==> src/hw/srcc_pkg.sv <==
// Package of constants and types for the sleep, reset and clock control block.
package srcc_pkg;

    // Reference clock period in picoseconds (20 MHz).
    localparam int unsigned REF_PERIOD_PS      = 50000;
    // Least reset hold after power-up or sleep end, in oscillator periods.
    localparam int unsigned RESET_HOLD_PERIODS = 24;
    // Oscillator period in picoseconds (24.576 MHz, about 40.69 ns).
    localparam int unsigned OSC24_PERIOD_PS    = 40690;
    // Least reset hold in reference cycles, rounded up.
    localparam int unsigned RESET_HOLD_CYCLES  =
        (RESET_HOLD_PERIODS * OSC24_PERIOD_PS + REF_PERIOD_PS - 1) / REF_PERIOD_PS;
    // Divider ratio from the filter master clock (12.288 MHz) to the sub-band clock.
    localparam int unsigned SB_DIV_RATIO       = 2;
    // Number of bidirectional pins released during sleep.
    localparam int unsigned BIDIR_COUNT        = 7;
    // Number of ordinary frozen outputs.
    localparam int unsigned OUT_COUNT          = 8;
    // Width of the reset hold counter.
    localparam int unsigned HOLD_W             = 8;

    typedef enum logic [1:0] {
        SRCC_RESET = 2'b00,
        SRCC_RUN   = 2'b01,
        SRCC_SLEEP = 2'b10
    } srcc_state_t;

endpackage

==> src/hw/srcc_pad_if.sv <==
// Interface carrying the pad-side data and enables between the top and the pad freezer.
`timescale 1ns/1ps
`default_nettype none
interface srcc_pad_if #(
    parameter int unsigned NO = 8,
    parameter int unsigned NB = 7
);
    logic [NO-1:0] out_core;
    logic [NO-1:0] out_pad;
    logic [NB-1:0] bidir_out_core;
    logic [NB-1:0] bidir_oe_core;
    logic [NB-1:0] bidir_out_pad;
    logic [NB-1:0] bidir_oe_pad;
    logic          sleeping;

    modport ctrl (
        output out_core,
        output bidir_out_core,
        output bidir_oe_core,
        output sleeping,
        input  out_pad,
        input  bidir_out_pad,
        input  bidir_oe_pad
    );
    modport pad (
        input  out_core,
        input  bidir_out_core,
        input  bidir_oe_core,
        input  sleeping,
        output out_pad,
        output bidir_out_pad,
        output bidir_oe_pad
    );
endinterface
`default_nettype wire

==> src/hw/srcc_pad_freeze.sv <==
// Pad stage that freezes ordinary outputs and floats bidirectional pins during sleep.
`timescale 1ns/1ps
`default_nettype none
module srcc_pad_freeze (
    // Clock and reset
    input  wire logic REF_CLK,
    input  wire logic RST_N,
    // Pad carrier
    srcc_pad_if.pad   pads
);

    logic [$bits(pads.out_pad)-1:0]       out_hold;
    logic [$bits(pads.bidir_out_pad)-1:0] bidir_hold;

    // The last value before sleep is held, since the core keeps moving until it stops.
    always_ff @(posedge REF_CLK) begin
        if (!RST_N) begin
            out_hold   <= '0;
            bidir_hold <= '0;
        end else if (!pads.sleeping) begin
            out_hold   <= pads.out_core;
            bidir_hold <= pads.bidir_out_core;
        end
    end

    always_comb begin
        pads.out_pad       = pads.sleeping ? out_hold : pads.out_core;
        pads.bidir_out_pad = pads.sleeping ? bidir_hold : pads.bidir_out_core;
        pads.bidir_oe_pad  = pads.sleeping ? '0 : pads.bidir_oe_core;
    end

endmodule
`default_nettype wire

==> src/hw/srcc_top.sv <==
// Top of the sleep, reset and clock control block.
// Notes on behaviour
// - Sleep high stops every internal clock.
// - Ordinary outputs hold their pre-sleep level.
// - Bidirectional pins float during sleep.
// - Sub-band master clock locked to filter clock.
`timescale 1ns/1ps
`default_nettype none
module srcc_top #(
    parameter int unsigned SB_DIV = srcc_pkg::SB_DIV_RATIO
) (
    // Clock and reset
    input  wire logic                              REF_CLK,
    input  wire logic                              RST_N,
    // Sleep and oscillator
    input  wire logic                              SLEEP_REQUEST,
    input  wire logic                              OSC_24M_CLOCK,
    input  wire logic                              FILTER_MASTER_CLOCK,
    // Core side
    input  wire logic [srcc_pkg::OUT_COUNT-1:0]    CORE_OUT,
    input  wire logic [srcc_pkg::BIDIR_COUNT-1:0]  CORE_BIDIR_OUT,
    input  wire logic [srcc_pkg::BIDIR_COUNT-1:0]  CORE_BIDIR_OE,
    // Pad side
    output logic      [srcc_pkg::OUT_COUNT-1:0]    PAD_OUT,
    output logic      [srcc_pkg::BIDIR_COUNT-1:0]  PAD_BIDIR_OUT,
    output logic      [srcc_pkg::BIDIR_COUNT-1:0]  PAD_BIDIR_OE,
    // Clock control
    output logic                                   CLOCK_ENABLE,
    output logic                                   SUBBAND_MASTER_CLOCK,
    output logic                                   CORE_RESET_N,
    output logic                                   RESET_TOO_SHORT
);

    srcc_pkg::srcc_state_t state;
    srcc_pkg::srcc_state_t next_state;
    logic [srcc_pkg::HOLD_W-1:0] hold_count;
    logic [7:0]                  div_count;
    logic                        fmc_prev;
    logic                        osc_prev;
    logic                        sleep_prev;
    logic                        reset_seen;
    logic                        in_reset;
    logic                        osc_rise;
    logic                        fmc_rise;

    localparam int unsigned   HW        = srcc_pkg::HOLD_W;
    localparam logic [HW-1:0] HOLD_STEP = HW'(1);
    localparam logic [HW-1:0] HOLD_MIN  = HW'(srcc_pkg::RESET_HOLD_PERIODS);
    localparam logic [7:0]    DIV_LAST  = 8'(SB_DIV / 2 - 1);

    function automatic logic is_asleep(input srcc_pkg::srcc_state_t st);
        return (st == srcc_pkg::SRCC_SLEEP);
    endfunction

    srcc_pad_if #(
        .NO (srcc_pkg::OUT_COUNT),
        .NB (srcc_pkg::BIDIR_COUNT)
    ) pads ();

    assign pads.out_core       = CORE_OUT;
    assign pads.bidir_out_core = CORE_BIDIR_OUT;
    assign pads.bidir_oe_core  = CORE_BIDIR_OE;
    assign pads.sleeping       = is_asleep(state);
    assign PAD_OUT             = pads.out_pad;
    assign PAD_BIDIR_OUT       = pads.bidir_out_pad;
    assign PAD_BIDIR_OE        = pads.bidir_oe_pad;
    assign osc_rise            = !osc_prev && OSC_24M_CLOCK;
    assign fmc_rise            = !fmc_prev && FILTER_MASTER_CLOCK;

    srcc_pad_freeze u_freeze (
        .REF_CLK (REF_CLK),
        .RST_N   (RST_N),
        .pads    (pads)
    );

    always_comb begin
        next_state = state;
        unique case (state)
            srcc_pkg::SRCC_RESET: begin
                if (SLEEP_REQUEST) begin
                    next_state = srcc_pkg::SRCC_SLEEP;
                end else begin
                    next_state = srcc_pkg::SRCC_RUN;
                end
            end
            srcc_pkg::SRCC_RUN: begin
                if (SLEEP_REQUEST) begin
                    next_state = srcc_pkg::SRCC_SLEEP;
                end
            end
            srcc_pkg::SRCC_SLEEP: begin
                // Leaving sleep goes back through reset; only the outside reset frees the core reset.
                if (!SLEEP_REQUEST) begin
                    next_state = srcc_pkg::SRCC_RESET;
                end
            end
            default: next_state = srcc_pkg::SRCC_RESET;
        endcase
    end

    always_ff @(posedge REF_CLK) begin
        if (!RST_N) begin
            state <= srcc_pkg::SRCC_RESET;
        end else begin
            state <= next_state;
        end
    end

    // Core reset stays low after sleep until the outside reset has pulsed and released.
    always_ff @(posedge REF_CLK) begin
        if (!RST_N) begin
            reset_seen   <= 1'b1;
            CORE_RESET_N <= 1'b0;
        end else begin
            if (is_asleep(state)) begin
                reset_seen <= 1'b0;
            end
            CORE_RESET_N <= reset_seen && (state == srcc_pkg::SRCC_RUN);
        end
    end

    // Clocks stop one cycle after sleep is seen and restart one cycle after it ends.
    always_ff @(posedge REF_CLK) begin
        if (!RST_N) begin
            CLOCK_ENABLE <= 1'b0;
        end else begin
            CLOCK_ENABLE <= !SLEEP_REQUEST;
        end
    end

    // The oscillator level is tracked in and out of reset, so no rise is lost.
    always_ff @(posedge REF_CLK) begin
        osc_prev <= OSC_24M_CLOCK;
    end

    // Counts oscillator rises while reset is held; it saturates rather than wraps.
    always_ff @(posedge REF_CLK) begin
        if (RST_N) begin
            hold_count <= '0;
        end else if (osc_rise && (hold_count != '1)) begin
            hold_count <= hold_count + HOLD_STEP;
        end
    end

    always_ff @(posedge REF_CLK) begin
        in_reset <= !RST_N;
    end

    always_ff @(posedge REF_CLK) begin
        sleep_prev <= SLEEP_REQUEST;
    end

    // The counter powers up unknown, so the flag is only trustworthy from the second reset on.
    always_ff @(posedge REF_CLK) begin
        if (!RST_N) begin
            RESET_TOO_SHORT <= 1'b0;
        end else if (in_reset && (hold_count < HOLD_MIN)) begin
            RESET_TOO_SHORT <= 1'b1;
        end else if (sleep_prev && !SLEEP_REQUEST) begin
            RESET_TOO_SHORT <= 1'b0;
        end
    end

    always_ff @(posedge REF_CLK) begin
        if (!RST_N) begin
            fmc_prev <= 1'b0;
        end else if (CLOCK_ENABLE) begin
            fmc_prev <= FILTER_MASTER_CLOCK;
        end
    end

    // Sub-band clock toggles on filter clock rises, so it stays frequency-locked.
    always_ff @(posedge REF_CLK) begin
        if (!RST_N) begin
            div_count            <= 8'h00;
            SUBBAND_MASTER_CLOCK <= 1'b0;
        end else if (CLOCK_ENABLE && fmc_rise) begin
            if (div_count == DIV_LAST) begin
                div_count            <= 8'h00;
                SUBBAND_MASTER_CLOCK <= !SUBBAND_MASTER_CLOCK;
            end else begin
                div_count <= div_count + 8'h01;
            end
        end
    end

endmodule
`default_nettype wire

==> config.mk <==
export PLATFORM = sky130hd
export DESIGN_NAME = srcc_top
export DESIGN_NICKNAME = d
export VERILOG_FILES = /design/src/hw/srcc_pkg.sv /design/src/hw/srcc_pad_if.sv /design/src/hw/srcc_pad_freeze.sv /design/src/hw/srcc_top.sv
export SDC_FILE = /design/constraint.sdc
export NUM_CORES = 1
export LEC_CHECK = 0
export BUFFER_PORTS_ARGS = -buffer_cell sky130_fd_sc_hd__buf_2
export CAP_MARGIN = 20
export CORE_MARGIN = 2
export CORE_UTILIZATION = 48
export CTS_CLUSTER_SIZE = 24
export DETAILED_ROUTE_END_ITERATION = 10
export PLACE_DENSITY_LB_ADDON = 0.3
export SLEW_MARGIN = 20
export SYNTH_ARGS = -nofsm -noshare
export SYNTH_HDL_FRONTEND = slang
export SYNTH_SLANG_ARGS = --single-unit
==> constraint.sdc <==
create_clock -name REF_CLK -period 3.4 [get_ports REF_CLK]
set_input_delay 0.68 -clock REF_CLK [delete_from_list [all_inputs] [get_ports REF_CLK]]
set_output_delay 0.68 -clock REF_CLK [all_outputs]
set_load 0.03 [all_outputs]
==> results of run 1 <==
-- metrics by stage --
step | utilization [%] | power [uW] | std cells | setup WS, ns | cell area, sq um
5_1_grt | 59.9 | 1020 | 286 | 0.485 | 2190
3_3_place_gp | 57.7 | 684 | 279 | 0.959 | 2110
3_5_place_dp | 57.7 | 686 | 279 | 0.909 | 2110
6_report | 59.9 | 968 | 286 | 0.599 | 2190
4_1_cts | 59.9 | 981 | 286 | 0.590 | 2190
2_1_floorplan | - | 640 | 185 | 1.41 | 1810
-- final cells by class --
type | count | share of cell area (%)
Multi-Input combinational cell | 129 | 41.9
Sequential cell | 42 | 38.4
Timing Repair Buffer | 53 | 12.2
Clock buffer | 5 | 3.14
Tap cell | 48 | 2.74
Inverter | 7 | 1.20
Clock inverter | 2 | 0.457
-- sequential cells by signal, summed over array words and instances, names as in the netlist, 2 cells and up --
| signal | count |
|---|---|
| div_count | 8 |
| hold_count | 8 |
| state | 2 |
| u_freeze.bidir_hold | 7 |
| u_freeze.out_hold | 8 |
-- cell usage in the layout (no fill, tap or decap), types with 2 or more instances in the layout --
| cell | instances |
|---|---|
| o31ai_1 | 2 |
| nor2_1 | 9 |
| clkbuf_8 | 5 |
| nand3_1 | 3 |
| a211oi_1 | 4 |
| a21oi_1 | 9 |
| a31oi_1 | 2 |
| inv_1 | 7 |
| or3_1 | 4 |
| nor2b_1 | 13 |
| nand2_1 | 8 |
| nand4b_1 | 3 |
| nand4_1 | 3 |
| nor3_1 | 5 |
| mux2_2 | 18 |
| ha_1 | 3 |
| and4_1 | 2 |
| mux2i_1 | 3 |
| or4_1 | 2 |
| and2_1 | 15 |
| o21ai_0 | 6 |
| clkinv_2 | 2 |
| dfxtp_1 | 42 |
| buf_2 | 52 |
-- report_power, final --
part / switching [uW] / internal, uW
Sequential: 10.7 / 513
Combinational: 91.1 / 59.6
Clock: 156 / 138
-- Yosys cell counts, types with 2 or more instances --
| cell type | count | area share, % |
|---|---|---|
| o21ai_0 | 6 | 1.7 |
| buf_2 | 2 | 0.55 |
| o31ai_1 | 2 | 0.83 |
| mux2i_1 | 3 | 1.7 |
| a211oi_1 | 4 | 1.7 |
| mux2_2 | 18 | 11 |
| nor3_1 | 5 | 1.4 |
| inv_1 | 7 | 1.4 |
| or3_1 | 4 | 1.4 |
| and4_1 | 2 | 0.97 |
| clkbuf_1 | 5 | 1.0 |
| ha_1 | 3 | 2.1 |
| and2_1 | 15 | 5.2 |
| nand4b_1 | 3 | 1.4 |
| nand3_1 | 3 | 0.83 |
| nor2_1 | 9 | 1.9 |
| a21oi_1 | 9 | 2.5 |
| a31oi_1 | 2 | 0.69 |
| or4_1 | 2 | 0.83 |
| dfxtp_1 | 42 | 46 |
| nand4_1 | 3 | 1.0 |
| nand2_1 | 8 | 1.7 |
| nor2b_1 | 13 | 4.5 |
-- layer usage --
layer	global-route usage [%]	vias up
met5	0	-
met4	8.07	0
met3	3.94	4
met2	26.9	38
met1	21.6	676
li1	-	765
-- cell families (layout without fill, tap and decap cells) --
logic type / after synthesis / in the layout
buffers and inverters: 14 / 67
AND/OR/NAND/NOR: 74 / 74
XOR/XNOR: 2 / 2
AO/OA/AOI/OAI: 29 / 29
adder cells (fa/ha/maj): 3 / 3
multiplexers: 21 / 21
flip-flops: 42 / 42
-- tightest hold or removal path: stages, from the launching register on --
cell and delay (ns):
dfxtp_1 0.30, inv_1 0.06, nor3_1 0.05
-- worst paths after layout --
check	endpoint	slack (ns)	cells past startpoint	startpoint
max	PAD_BIDIR_OUT[2]	0.60	4	state[1]
max reg2reg	u_freeze.out_hold[7]	1.48	4	state[1]
min reg2reg	CORE_RESET_N	0.44	2	reset_seen
min	CORE_RESET_N	0.44	2	reset_seen
==> impl_metrics.env, run 1 <==
export IMPL_synthCells=185
export IMPL_critPathLaunchType="flop"
export IMPL_muxShareOfSynthArea_pct=12.8
export IMPL_num_vias=1483
export IMPL_timing_fmax_mhz=357
export IMPL_wirelength_met1_um=1710
export IMPL_rows=22
export IMPL_post_route_period_util_pct=82.4
export IMPL_grt_max_degree=30
export IMPL_h_tree_depth=2
export IMPL_die_y_um=65.5
export IMPL_overflow=0
export IMPL_hold_path_class="reg -> reg"
export IMPL_diodes=0
export IMPL_drcViolationCount=0
export IMPL_finalHoldViolCount=0
export IMPL_cp_num_buf_inv=2
export IMPL_yosys_area_share_xor_xnor_pct=0.966
export IMPL_first_pass_iters=5
export IMPL_regArea_sq_um=841
export IMPL_synthArstFlopShare_pct=0
export IMPL_synth_top_family_by_area="simple AND/OR/NAND/NOR gates"
export IMPL_rsz0062_at_grt="no"
export IMPL_powerDensity_mw_per_mm2=441
export IMPL_cts_sinks=42
export IMPL_path_clk_slew_ns=0.07
export IMPL_ys_ff_latch=42
export IMPL_routed_wl_um=3440
export IMPL_synth_simple_area_share_pct=24.3
export IMPL_via_per_inst=5.19
export IMPL_syn_nets=215
export IMPL_ys_flop_type="dfxtp_1"
export IMPL_synth_edf_count=0
export IMPL_dr_wl_met3_um=191
export IMPL_report_final_slew_viol_count=0
export IMPL_yosys_warnings=0
export IMPL_status="finished, final reports clean"
export IMPL_route_met2_wl_um=1500
export IMPL_core_sq_mm=0.00366
export IMPL_setup_tns_ns=0
export IMPL_syn_area_sq_mm=0.00181
export IMPL_grt_usage_pct=16.9
export IMPL_gp_congestion=0.758
export IMPL_numCtsBuffers=5
export IMPL_io_buffer_count=52
export IMPL_setup_viol=0
export IMPL_cp_max_fo=13
export IMPL_routed_top_layer="met4"
export IMPL_p_leak_uw=0.000926
export IMPL_synth_compound_area_share_pct=10.5
export IMPL_timing_hold_ws_ns=0.443
export IMPL_nets=268
export IMPL_hpwl_um=2510
export IMPL_synth_adder_area_share_pct=2.07
export IMPL_finClkSkew_ns=0.00423
export IMPL_cts_buffer_depth=2
export IMPL_antenna_found_initial=0
export IMPL_cp_data_required_time_ns=2.72
export IMPL_die_x_um=65.5
export IMPL_cts_tree="yes"
export IMPL_die_area_sq_mm=0.00429
export IMPL_cap_violations=0
export IMPL_fillCellCount=328
export IMPL_cp_end_kind="output pin"
export IMPL_grt_pass1_wl_um=5730
export IMPL_synth_cell_types=38
export IMPL_tightest_slew_ns=0.712
export IMPL_ant_nets=0
export IMPL_start_util_pct=49.6
export IMPL_yosysSeqAreaShare_pct=46.3
export IMPL_drive_gt1_share_pct=34.0
export IMPL_drt_initial_drc_count=76
export IMPL_vdd_drop_max_mv=0.218
export IMPL_finalWorstPathRequiredPeriod_ns=2.80
export IMPL_crit_path_cell_trace="nor2b_1, buf_4, mux2_2, buf_2"
export IMPL_io_pin_count=53
export IMPL_cp_arrival_ns=2.12
export IMPL_cts_setup_buffers=0
export IMPL_critPathSlowestCell="nor2b_1"
export IMPL_critPathTopFamily="simple AND/OR/NAND/NOR gates"
export IMPL_root_buffer="clkbuf_8"
export IMPL_wl_per_cell_um=12.0
export IMPL_synth_area_per_cell_sq_um=9.81
export IMPL_ctsResizeCount=0
export IMPL_area_growth_synth_to_final_pct=20.8
export IMPL_slowest_delay_ns=0.60
export IMPL_clk_latency_ns=0.28
export IMPL_grt_pass1_vias=1372
export IMPL_relSlewSlack_pct=52.5
export IMPL_cts_hold_buffers=0
export IMPL_multi_input_area_sq_um=918
export IMPL_crit_type="reg -> out"
Note: power is estimated with default switching activity, not from simulation.
==> inputs of run 2 (changes only) <==
==> constraint.sdc (replaced) <==
create_clock -name REF_CLK -period 2.7 [get_ports REF_CLK]
set_input_delay 0.54 -clock REF_CLK [delete_from_list [all_inputs] [get_ports REF_CLK]]
set_output_delay 0.54 -clock REF_CLK [all_outputs]
set_load 0.03 [all_outputs]
==> run 2 against run 1 <==
Against the previous run: sequential share of layout area is 0.71 points lower; clock-buffer cell count unchanged; critical path depth is the same; clock power increased by 68%; critical path type unchanged; largest cell class unchanged; largest power group unchanged; highest routed layer unchanged.
==> impl_metrics.env, run 2 (synthesis gave the netlist of run 1 again) <==
export IMPL_clk_latency_ns=0.29
export IMPL_numCtsBuffers=5
export IMPL_die_y_um=65.5
export IMPL_ctsResizeCount=0
export IMPL_p_total_uw=1340
export IMPL_first_pass_iters=4
export IMPL_diodes=0
export IMPL_cts_hold_buffers=0
export IMPL_finalWorstPathRequiredPeriod_ns=2.16
export IMPL_hpwl_um=2530
export IMPL_via_per_inst=5.20
export IMPL_cp_end_kind="output pin"
export IMPL_fin_ws_ns=0.537
export IMPL_nets=269
export IMPL_vdd_drop_max_mv=0.327
export IMPL_root_buffer="clkbuf_8"
export IMPL_final_cell_mix="52 x buf_2, 42 x dfxtp_1, 18 x mux2_2"
export IMPL_status="finished, final reports clean"
export IMPL_finClkSkew_ns=0.00239
export IMPL_slowest_delay_ns=0.37
export IMPL_hold_path_class="in -> reg"
export IMPL_drt_initial_drc_count=23
export IMPL_cp_data_required_time_ns=2.16
export IMPL_critPathSlowestCell="dfxtp_1"
export IMPL_grt_usage_pct=17.6
export IMPL_timing_fmax_mhz=462
export IMPL_post_route_period_util_pct=80.1
export IMPL_rows=22
export IMPL_drcViolationCount=0
export IMPL_setup_tns_ns=0
export IMPL_cts_tree="yes"
export IMPL_overflow=0
export IMPL_cp_max_fo=13
export IMPL_top_regs="div_count (8), hold_count (8), u_freeze.out_hold (8)"
export IMPL_area_growth_synth_to_final_pct=23.1
export IMPL_cap_violations=0
export IMPL_critPathLaunchType="flop"
export IMPL_num_vias=1499
export IMPL_path_clk_slew_ns=0.08
export IMPL_io_buffer_count=52
export IMPL_antenna_found_initial=0
export IMPL_report_final_slew_viol_count=0
export IMPL_powerDensity_mw_per_mm2=602
export IMPL_dp_slack_ns=0.854
export IMPL_grt_max_degree=30
export IMPL_crit_path_cell_trace="nor2b_1, buf_4, mux2_2, buf_2"
export IMPL_cp_arrival_ns=1.62
export IMPL_finalHoldViolCount=0
export IMPL_wl_per_cell_um=12.2
export IMPL_fillCellCount=305
export IMPL_die_area_sq_mm=0.00429
export IMPL_cts_buffer_depth=2
export IMPL_final_common_cell="buf_2"
export IMPL_setup_viol=0
export IMPL_io_pin_count=53
export IMPL_cts_sinks=42
export IMPL_core_sq_mm=0.00366
export IMPL_rsz0062_at_grt="no"
export IMPL_drive_gt1_share_pct=34.6
export IMPL_h_tree_depth=2
export IMPL_gp_congestion=0.765
export IMPL_grt_pass1_wl_um=5830
export IMPL_ant_nets=0
export IMPL_routed_wl_um=3510
export IMPL_start_util_pct=49.6
export IMPL_crit_type="reg -> out"
export IMPL_cts_setup_buffers=0
export IMPL_grt_pass1_vias=1334
export IMPL_die_x_um=65.5
export IMPL_p_leak_uw=0.000946
export IMPL_tightest_slew_ns=0.549
export IMPL_relSlewSlack_pct=63.2
-- run 2: changes by cell type in the layout (fill, tap and decap cells not counted), sizes merged --
cell and change:
bufinv +1, inv +1, clkinv -1, buf +1
-- run 2: worst max-delay path: cells and delay by family, from the launching register on --
family	cells	cell delay [ns]
buf+inv	2	0.41
flops	1	0.37
mux	1	0.37
simple gates	1	0.18
-- run 2: layout make-up --
cell class	count	area [sq um]	share of cell area (%)
Inverter	7	26.3	1.18
Sequential cell	42	841	37.6
Clock inverter	3	43.8	1.96
Tap cell	48	60.1	2.69
Timing Repair Buffer	54	275	12.3
Clock buffer	5	68.8	3.08
Multi-Input combinational cell	129	918	41.1
-- run 2: path summary, 6_finish.rpt --
path	from	endpoint	slack [ns]	cells after the start
setup / recovery	state[1]	PAD_OUT[4]	0.54	4
hold / removal	OSC_24M_CLOCK	osc_prev	0.39	1
setup reg to reg	div_count[0]	div_count[2]	0.93	5
hold reg to reg	state[0]	state[1]	0.46	1
-- run 2: routing by layer --
metal	track usage, %	routed length [um]	vias to the layer above
li1	-	-	765
met1	22.6	1680	687
met2	27.4	1530	39
met3	4.79	236	8
met4	8.59	70	0
met5	0	0	-
-- run 2: where the power goes --
group | switching (uW) | internal, uW
clock | 216 | 277
combinational | 115 | 76.3
sequential | 13.5 | 645
-- run 2: metrics by stage --
step / instance area, sq um / instances / util [%] / hold WS [ns]
5_1_grt: 2230 / 288 / 61.0 / 0.387
3_3_place_gp: 2120 / 280 / 57.9 / 0.440
6_report: 2230 / 288 / 61.0 / 0.394
2_1_floorplan: 1810 / 185 / - / 0.415
3_5_place_dp: 2120 / 280 / 57.9 / 0.448
4_1_cts: 2230 / 288 / 61.0 / 0.382
